`src/common/mdsf_pkg.sv`:
```
// constants for the motor driver status flag block
// assumes one 100 MHz clock and a plain strobe register port
package mdsf_pkg;
	// ************************************************
	// register map (word indices on the plain port)
	// ************************************************
	localparam int         ADDR_W      = 7;
	localparam logic [6:0] ADDR_OFF_TIME = 7'h6C; // off-time setting
	localparam logic [6:0] ADDR_STATUS = 7'h6F; // status word
	localparam logic [6:0] ADDR_IRQ_ST = 7'h70; // sticky events
	localparam logic [6:0] ADDR_IRQ_MK = 7'h71; // event mask
	// ************************************************
	// status word fields
	// ************************************************
	localparam int BIT_IDLE     = 31;
	localparam int BIT_OPEN_B   = 30;
	localparam int BIT_OPEN_A   = 29;
	localparam int BIT_GSHORT_B = 28;
	localparam int BIT_GSHORT_A = 27;
	localparam int BIT_PREWARN  = 26;
	localparam int BIT_THERMAL  = 25;
	localparam int BIT_STALL    = 24;
	localparam int CS_LSB       = 16;
	localparam int CS_W         = 5;
	localparam int BIT_FULLSTEP = 15;
	localparam int EVT_LSB      = 24; // events mirror bits 31..24
	localparam int EVT_W        = 8;
	// ************************************************
	// widths, reset values, timing
	// ************************************************
	localparam int          OFF_TIME_W   = 4;
	localparam int          LOAD_W       = 10;
	localparam logic [3:0]  OFF_TIME_RST = 4'h0;
	localparam logic [7:0]  MASK_RST   = 8'h00;
	localparam int          IDLE_CLOCKS = 1048576; // 2^20 clocks
	// thermal protection states, one-hot
	typedef enum logic [1:0] {
		MDSF_TH_RUN  = 2'b01,
		MDSF_TH_HOT  = 2'b10
	} mdsf_therm_t;
endpackage : mdsf_pkg

```
`src/common/mdsf_idle_if.sv`:
```
// step pulse and idle indication between top and idle timer
// assumes both ends run on the same system clock
`timescale 1ns/10ps
interface mdsf_idle_if;
	logic step; // one-cycle step pulse
	logic idle; // standstill reached
	modport timer (input step, output idle);
	modport user  (output step, input idle);
endinterface : mdsf_idle_if

```
`src/verilog/mdsf_top.sv`:
```
// status flag word of a two-phase stepper driver, with the
// off-time setting, power stage enable and event interrupt
// assumes analog detector levels and the disable pin are
// asynchronous; step, load, scale and mode come from logic
// on the system clock
`timescale 1ns/10ps
module mdsf_top #(
	parameter int IDLE_CLOCKS = mdsf_pkg::IDLE_CLOCKS // standstill
) (
	input  wire logic        i_sys_clk,         // 100 MHz clock
	input  wire logic        i_rst_n,           // async reset, low
	input  wire logic [6:0]  i_addr,            // register index
	input  wire logic [31:0] i_wr_data,         // write data
	input  wire logic        i_wr,              // write strobe
	input  wire logic        i_rd,              // read strobe
	output logic      [31:0] o_rd_data,         // read data, +1
	output logic             o_irq,             // level interrupt
	output logic             o_driver_enable,   // power stage on
	output logic      [3:0]  o_chopper_off_time,// off-time value
	input  wire logic        i_step_pulse,      // step strobe
	input  wire logic        i_open_load_a,     // async detector
	input  wire logic        i_open_load_b,     // async detector
	input  wire logic        i_ground_short_a,  // async detector
	input  wire logic        i_ground_short_b,  // async detector
	input  wire logic        i_thermal_prewarn, // async detector
	input  wire logic        i_thermal_limit,   // async detector
	input  wire logic        i_driver_disable_input, // pin
	input  wire logic [9:0]  i_load_measure_value, // load value
	input  wire logic        i_load_speed_mode, // load speed on
	input  wire logic        i_load_speed_stall,// stall there
	input  wire logic [4:0]  i_current_scale,   // actual scale
	input  wire logic        i_fullstep_active  // full-step on
);
	// ************************************************
	// input synchronisers
	// ************************************************
	localparam int SY_W = 7; // number of async levels
	logic [SY_W-1:0] sy1_q;  // first stage, read by sy2 only
	logic [SY_W-1:0] sy2_q;  // second stage, safe to use
	logic [SY_W-1:0] sy_raw; // raw async bundle
	logic [SY_W-1:0] sy1_d;  // next first stage
	logic [SY_W-1:0] sy2_d;  // next second stage
	// bundle the detector levels and the disable pin
	always_comb begin
		sy_raw = {i_driver_disable_input, i_thermal_limit,
			i_thermal_prewarn, i_ground_short_b,
			i_ground_short_a, i_open_load_b, i_open_load_a};
		sy1_d  = sy_raw;
		sy2_d  = sy1_q;
	end
	// two flops against metastability
	always_ff @(posedge i_sys_clk or negedge i_rst_n) begin
		if (!i_rst_n) begin
			sy1_q <= '0;
			sy2_q <= '0;
		end else begin
			sy1_q <= sy1_d;
			sy2_q <= sy2_d;
		end
	end
	logic       ol_a_s;  // open load a, synced
	logic       ol_b_s;  // open load b, synced
	logic [1:0] gs_s;    // ground shorts {b,a}, synced
	logic       pw_s;    // pre-warning, synced
	logic       lim_s;   // thermal limit, synced
	logic       dis_s;   // disable pin, synced
	assign ol_a_s = sy2_q[0];
	assign ol_b_s = sy2_q[1];
	assign gs_s   = sy2_q[3:2];
	assign pw_s   = sy2_q[4];
	assign lim_s  = sy2_q[5];
	assign dis_s  = sy2_q[6];

	// ************************************************
	// register port: off-time and mask
	// ************************************************
	logic [3:0] off_time_q; // chopper off-time
	logic [3:0] off_time_d;
	logic [7:0] mask_q;     // interrupt mask
	logic [7:0] mask_d;
	// writes to the status word fall through untouched
	always_comb begin
		off_time_d = off_time_q;
		mask_d     = mask_q;
		if (i_wr && i_addr == mdsf_pkg::ADDR_OFF_TIME) begin
			off_time_d = i_wr_data[mdsf_pkg::OFF_TIME_W-1:0];
		end
		if (i_wr && i_addr == mdsf_pkg::ADDR_IRQ_MK) begin
			mask_d = i_wr_data[mdsf_pkg::EVT_W-1:0];
		end
	end
	// register only
	always_ff @(posedge i_sys_clk or negedge i_rst_n) begin
		if (!i_rst_n) begin
			off_time_q <= mdsf_pkg::OFF_TIME_RST;
			mask_q     <= mdsf_pkg::MASK_RST;
		end else begin
			off_time_q <= off_time_d;
			mask_q <= mask_d;
		end
	end

	// ************************************************
	// standstill timer
	// ************************************************
	mdsf_idle_if idle_bus (); // step/idle pair
	assign idle_bus.step = i_step_pulse;
	mdsf_idle_timer #(
		.IDLE_CLOCKS (IDLE_CLOCKS)
	) u_idle (
		.i_sys_clk (i_sys_clk),
		.i_rst_n   (i_rst_n),
		.bus       (idle_bus.timer)
	);

	// ************************************************
	// ground short latches
	// ************************************************
	logic       drv_off;  // host has switched driver off
	logic [1:0] gs_clr;   // clear both latches
	logic [1:0] gs_flag;  // latched shorts {b,a}
	// either software off-time zero or the pin releases them
	assign drv_off = (off_time_q == '0) || dis_s;
	assign gs_clr  = {2{drv_off}};
	mdsf_sticky #(
		.W (2)
	) u_gshort (
		.i_sys_clk (i_sys_clk),
		.i_rst_n   (i_rst_n),
		.i_set     (gs_s),
		.i_clr     (gs_clr),
		.o_flag    (gs_flag)
	);

	// ************************************************
	// thermal protection
	// ************************************************
	mdsf_pkg::mdsf_therm_t th_q; // thermal state
	mdsf_pkg::mdsf_therm_t th_d;
	// hot state only ends once the pre-warning is also gone
	always_comb begin
		case (th_q)
			mdsf_pkg::MDSF_TH_RUN: begin
				th_d = lim_s ? mdsf_pkg::MDSF_TH_HOT
					: mdsf_pkg::MDSF_TH_RUN;
			end
			mdsf_pkg::MDSF_TH_HOT: begin
				th_d = (!lim_s && !pw_s) ? mdsf_pkg::MDSF_TH_RUN
					: mdsf_pkg::MDSF_TH_HOT;
			end
			default: begin
				th_d = mdsf_pkg::MDSF_TH_HOT; // fail safe
			end
		endcase
	end
	// register only
	always_ff @(posedge i_sys_clk or negedge i_rst_n) begin
		if (!i_rst_n) begin
			th_q <= mdsf_pkg::MDSF_TH_RUN;
		end else begin
			th_q <= th_d;
		end
	end
	logic hot; // thermal shutdown active
	assign hot = (th_q != mdsf_pkg::MDSF_TH_RUN);

	// ************************************************
	// status word and power stage enable
	// ************************************************
	logic [31:0] st_q; // driver_status_flags
	logic [31:0] st_d;
	logic        en_d; // next driver enable
	logic        en_q;
	logic        stall; // stall indication
	// zero load is the heaviest load, so it means stall
	assign stall = (i_load_measure_value == '0) ||
		(i_load_speed_mode && i_load_speed_stall);
	// open load feeds the word only, never the enable
	always_comb begin
		st_d = '0; // reserved and omitted bits stay zero
		st_d[mdsf_pkg::BIT_IDLE]     = idle_bus.idle;
		st_d[mdsf_pkg::BIT_OPEN_B]   = ol_b_s;
		st_d[mdsf_pkg::BIT_OPEN_A]   = ol_a_s;
		st_d[mdsf_pkg::BIT_GSHORT_B] = gs_flag[1];
		st_d[mdsf_pkg::BIT_GSHORT_A] = gs_flag[0];
		st_d[mdsf_pkg::BIT_PREWARN]  = pw_s;
		st_d[mdsf_pkg::BIT_THERMAL]  = hot;
		st_d[mdsf_pkg::BIT_STALL]    = stall;
		st_d[mdsf_pkg::CS_LSB +: mdsf_pkg::CS_W] =
			i_current_scale;
		st_d[mdsf_pkg::BIT_FULLSTEP] = i_fullstep_active;
		// raw short also blocks, saving a cycle of exposure
		en_d = !drv_off && !(|gs_flag) && !(|gs_s)
			&& !hot && !lim_s;
	end
	// register only
	always_ff @(posedge i_sys_clk or negedge i_rst_n) begin
		if (!i_rst_n) begin
			st_q <= '0;
			en_q <= 1'b0;
		end else begin
			st_q <= st_d;
			en_q <= en_d;
		end
	end

	// ************************************************
	// interrupt events
	// ************************************************
	logic [7:0] ev;     // rising edges of flags 31..24
	logic [7:0] ev_clr; // read clears all
	logic [7:0] ev_st;  // sticky event status
	logic       irq_d;
	logic       irq_q;
	assign ev = st_d[mdsf_pkg::EVT_LSB +: mdsf_pkg::EVT_W]
		& ~st_q[mdsf_pkg::EVT_LSB +: mdsf_pkg::EVT_W];
	assign ev_clr = {8{i_rd && i_addr == mdsf_pkg::ADDR_IRQ_ST}};
	mdsf_sticky #(
		.W (8)
	) u_events (
		.i_sys_clk (i_sys_clk),
		.i_rst_n   (i_rst_n),
		.i_set     (ev),
		.i_clr     (ev_clr),
		.o_flag    (ev_st)
	);
	// level output, follows the gated sticky bits
	always_comb begin
		irq_d = |(ev_st & mask_q);
	end
	always_ff @(posedge i_sys_clk or negedge i_rst_n) begin
		if (!i_rst_n) begin
			irq_q <= 1'b0;
		end else begin
			irq_q <= irq_d;
		end
	end

	// ************************************************
	// read path
	// ************************************************
	logic [31:0] rd_d; // next read data
	logic [31:0] rd_q;
	// data only in the cycle after the strobe, else zero
	always_comb begin
		rd_d = '0;
		if (i_rd) begin
			case (i_addr)
				mdsf_pkg::ADDR_STATUS: rd_d = st_q;
				mdsf_pkg::ADDR_OFF_TIME: rd_d = {28'h0, off_time_q};
				mdsf_pkg::ADDR_IRQ_ST: rd_d = {24'h0, ev_st};
				mdsf_pkg::ADDR_IRQ_MK: rd_d = {24'h0, mask_q};
				default:               rd_d = '0; // unmapped
			endcase
		end
	end
	always_ff @(posedge i_sys_clk or negedge i_rst_n) begin
		if (!i_rst_n) begin
			rd_q <= '0;
		end else begin
			rd_q <= rd_d;
		end
	end
	assign o_rd_data          = rd_q;
	assign o_irq              = irq_q;
	assign o_driver_enable    = en_q;
	assign o_chopper_off_time = off_time_q;
endmodule : mdsf_top

```
`src/verilog/mdsf_sticky.sv`:
```
// vector of sticky flags, set dominates clear
// assumes set and clear come from the system clock domain
`timescale 1ns/10ps
module mdsf_sticky #(
	parameter int W = 1 // number of flags
) (
	input  wire logic         i_sys_clk, // system clock
	input  wire logic         i_rst_n,   // async reset, low
	input  wire logic [W-1:0] i_set,     // set requests
	input  wire logic [W-1:0] i_clr,     // clear requests
	output logic      [W-1:0] o_flag     // held flags
);
	logic [W-1:0] flag_q; // flag storage
	logic [W-1:0] flag_d; // next flag value
	// a set in the clear cycle must not be lost
	always_comb begin
		flag_d = (flag_q & ~i_clr) | i_set;
	end
	// register only
	always_ff @(posedge i_sys_clk or negedge i_rst_n) begin
		if (!i_rst_n) begin
			flag_q <= '0;
		end else begin
			flag_q <= flag_d;
		end
	end
	assign o_flag = flag_q;
endmodule : mdsf_sticky

```
`src/verilog/mdsf_idle_timer.sv`:
```
// standstill timer: counts clocks since the last step pulse
// assumes step pulses are synchronous one-cycle strobes
`timescale 1ns/10ps
module mdsf_idle_timer #(
	parameter int IDLE_CLOCKS = mdsf_pkg::IDLE_CLOCKS // to standstill
) (
	input  wire logic i_sys_clk, // system clock
	input  wire logic i_rst_n,   // async reset, low
	mdsf_idle_if.timer bus       // step in, idle out
);
	localparam int CNT_W = $clog2(IDLE_CLOCKS + 1);
	localparam logic [CNT_W-1:0] CNT_END = CNT_W'(IDLE_CLOCKS);
	logic [CNT_W-1:0] cnt_q; // clocks since last step
	logic [CNT_W-1:0] cnt_d; // next count
	// saturate so the flag stays up during long standstill
	always_comb begin
		if (bus.step) begin
			cnt_d = '0;
		end else if (cnt_q == CNT_END) begin
			cnt_d = cnt_q;
		end else begin
			cnt_d = cnt_q + CNT_W'(1);
		end
	end
	// register only
	always_ff @(posedge i_sys_clk or negedge i_rst_n) begin
		if (!i_rst_n) begin
			cnt_q <= '0;
		end else begin
			cnt_q <= cnt_d;
		end
	end
	assign bus.idle = (cnt_q == CNT_END);
endmodule : mdsf_idle_timer

```
`config.mk`:
```
export PLATFORM = sky130hd
export DESIGN_NAME = mdsf_top
export DESIGN_NICKNAME = d
export VERILOG_FILES = /design/src/common/mdsf_pkg.sv /design/src/common/mdsf_idle_if.sv /design/src/verilog/mdsf_top.sv /design/src/verilog/mdsf_sticky.sv /design/src/verilog/mdsf_idle_timer.sv
export SDC_FILE = /design/constraint.sdc
export NUM_CORES = 1
export LEC_CHECK = 0
export BUFFER_PORTS_ARGS = -buffer_cell sky130_fd_sc_hd__clkbuf_2
export CAP_MARGIN = 20
export CORE_UTILIZATION = 52
export DETAILED_ROUTE_END_ITERATION = 6
export GPL_ROUTABILITY_DRIVEN = 0
export PLACE_DENSITY = 0.84
export SYNTH_ARGS = -nofsm -noshare
export SYNTH_HDL_FRONTEND = slang
export SYNTH_SLANG_ARGS = --single-unit
```
`constraint.sdc`:
```
create_clock -name i_sys_clk -period 2 [get_ports i_sys_clk]
set_input_delay 0 -clock i_sys_clk [delete_from_list [all_inputs] [get_ports i_sys_clk]]
set_output_delay 0 -clock i_sys_clk [all_outputs]
set_load 0.005 [all_outputs]
```
==> results.txt <==
Outcome: finished, final reports clean
Tmin final: 1.75 ns
Worst skew pair latency: 0.36 ns
Number of diodes: 0
EDFF count, synth: 0
RSZ-0062 raised after global routing: no
Clock Path Buffers: 2
Detailed-route vias per instance: 5.38
DP Wirelength: 5280 um
Clock-pin slew on the worst setup and hold paths: 0.10 ns
Number of top-level pins: 107
Post-CTS Resized: 0
Initial antenna violation count: 0
CTS buffer count: 9
Yosys warning count: 0
Routed Antenna Nets: 0
Nets@finish: 494
Max-slew violations: 0
Hold crit path type: input port to register
Gate Count Post-Synth: 316
Setup_tns: 0 ns
Vias after detailed routing: 2822
Most common cell after layout, fill and taps aside: dfrtp_1
Share of layout cells above drive strength 1: 26.3%
Crit-path slowest cell: or4_1
Fmax: 0.571 GHz
Worst hold slack: 0.0284 ns
Least-Margin Pin Slew: 0.742 ns
Primary FF master, synth: dfrtp_1
P&R area growth vs syn: 24.2%
Critical Path, Cell by Cell: ha_1 > nand4_1 > or4_1 > a21oi_1
Chip width: 88.5 um
Number of fill cells in the layout: 532
Vias in the first global route: 2771
Worst endpoint required time: 2.28 ns
Clk_skew: 0.00964 ns
Distinct cells, synth: 47
WL/cell: 15.1 um
Pwr dens: 804 nW/um2
Core Util, Final: 66.6%
Worst slew margin: 50.6%
CTS root buf: clkbuf_8
Final Cycle Share: 87.5%
CP Capture Type: register
WL final: 7930 um
Arrival time of the worst setup path: 2.03 ns
Post-synth ARST share: 100%
Final setup fails: 0
Leakage: 2.33 nW
Die height: 88.5 um
Die Area: 7830 um2
Avg Cell Area, Syn: 12.3 um2
Largest net degree at the start of global routing: 62
Starting Density: 53.6%
Max-cap violations: 0
Clock sink total: 97
Site Rows: 31
Pre-Repair DR Iteration Count: 4
GRT Total Usage: 22.2%
Residual DRC count: 0
Final hold viol count: 0
Peak supply drop: 0.736 mV
Finished Cell Area: 4830 um2
Number of H-tree levels: 3
Design Power: 3.88 mW
Seq/Total Area, Yosys: 62.5%
CTS tree: built
Most frequent cells in the layout: 96 x dfrtp_1, 71 x clkbuf_2, 26 x dlygate4sd3_1
#FFs+latches synth: 97
CP max stage delay: 0.55 ns
Core area: 7250 um2
CP Launch Type: register
Placed cell area: 4330 um2
Post-CTS Repair Setup Buffers: 0
CP Max Fanout: 7
Setup CP Type: register to register
Synth Cell Area: 3890 um2
First-pass GRT wire length: 12900 um
Drt initial violations: 133
GRT overflow: 0
I/O Buffers: 72
==> registers in the layout, indices dropped and copies added (netlist names) <==
register	flops
sy1_q	7
o_irq	1
st_q	14
th_q	2
o_chopper_off_time	4
o_driver_enable	1
u_gshort.o_flag	2
o_rd_data	22
sy2_q	7
mask_q	8
u_idle.cnt_q	21
u_events.o_flag	8
==> through the flow <==
| step | worst slack, ns | instances |
|---|---|---|
| global route | 0.106 | 525 |
| finish | 0.249 | 525 |
| global placement | 0.372 | 483 |
| CTS | 0.257 | 525 |
| floorplan | 0.459 | 325 |
| detailed placement | 0.319 | 483 |
==> synth_stat cells (8+ instances only) <==
library cell | instances | share of area [%]
a22oi_1 | 11 | 2.1
mux2_2 | 12 | 3.5
nor2_1 | 25 | 2.4
nor4_1 | 13 | 2.1
inv_1 | 14 | 1.4
nand2_1 | 10 | 0.97
dfrtp_1 | 96 | 62
a21oi_1 | 11 | 1.4
nand3_1 | 11 | 1.4
nand4_1 | 8 | 1.3
xor2_1 | 8 | 1.8
buf_4 | 12 | 2.3
and2_1 | 13 | 2.1
a22o_1 | 9 | 2.0
==> cell type report <==
type                    instances  area [um2]  area share (%)
flip-flops and latches         97        2430            50.3
multi-input cells             197        1320            27.4
repair buffers                102         666            13.8
clock buffers                  10         138            2.85
well taps                      99         124            2.57
clock inverters                 6        97.6            2.02
inverters                      14        52.6            1.09
==> cell families after synthesis <==
family	share of synthesized area, %
AOI/OAI and AO/OA	8.88
xor gates and xnor gates	2.70
adders and majority gates	1.29
buffers and inverters	4.41
DFF	62.5
muxes	3.48
other	0.0965
and+or+nand+nor	16.7
==> layer usage <==
layer / track usage, % / vias up / wire, um / share of wire, %
li1: - / 1324 / - / -
met1: 27.0 / 1361 / 3340 / 42
met2: 38.6 / 128 / 4010 / 51
met3: 5.60 / 9 / 470 / 5.9
met4: 7.77 / 0 / 104 / 1.3
met5: 0 / - / 0 / 0
==> final timing paths <==
kind / cells after the start / to / slack [ns] / from
worst min-delay path: 3 / o_rd_data[29] / 0.03 / i_addr[0]
worst min register to register: 0 / sy2_q[4] / 0.36 / sy1_q[4]
max in group asynchronous: 3 / sy2_q[2] / 1.10 / i_rst_n
min in group asynchronous: 2 / mask_q[1] / 0.25 / i_rst_n
worst max register to register: 4 / u_idle.cnt_q[20] / 0.25 / u_idle.cnt_q[0]
worst max-delay path: 4 / u_idle.cnt_q[20] / 0.25 / u_idle.cnt_q[0]
==> power by group <==
part / internal [mW] / total (mW) / switching (mW) / leakage (nW)
Sequential: 2.05 / 2.12 / 0.0634 / 1.23
Clock: 0.756 / 1.43 / 0.679 / 0.119
Combinational: 0.162 / 0.328 / 0.166 / 0.984
==> worst max-delay path, delay by kind of cell, from the launching register on <==
kind            cells  cell delay [ns]
simple gates        2             0.83
flops               1             0.43
compound gates      1             0.15
fa+ha+maj           1             0.25
==> timing repair <==
action,in CTS,in global routing
endpoints found under the hold margin,90,0
setup endpoints to repair,0,0
hold buffers,26,0
No activity file was read; power rests on OpenSTA's default activity.
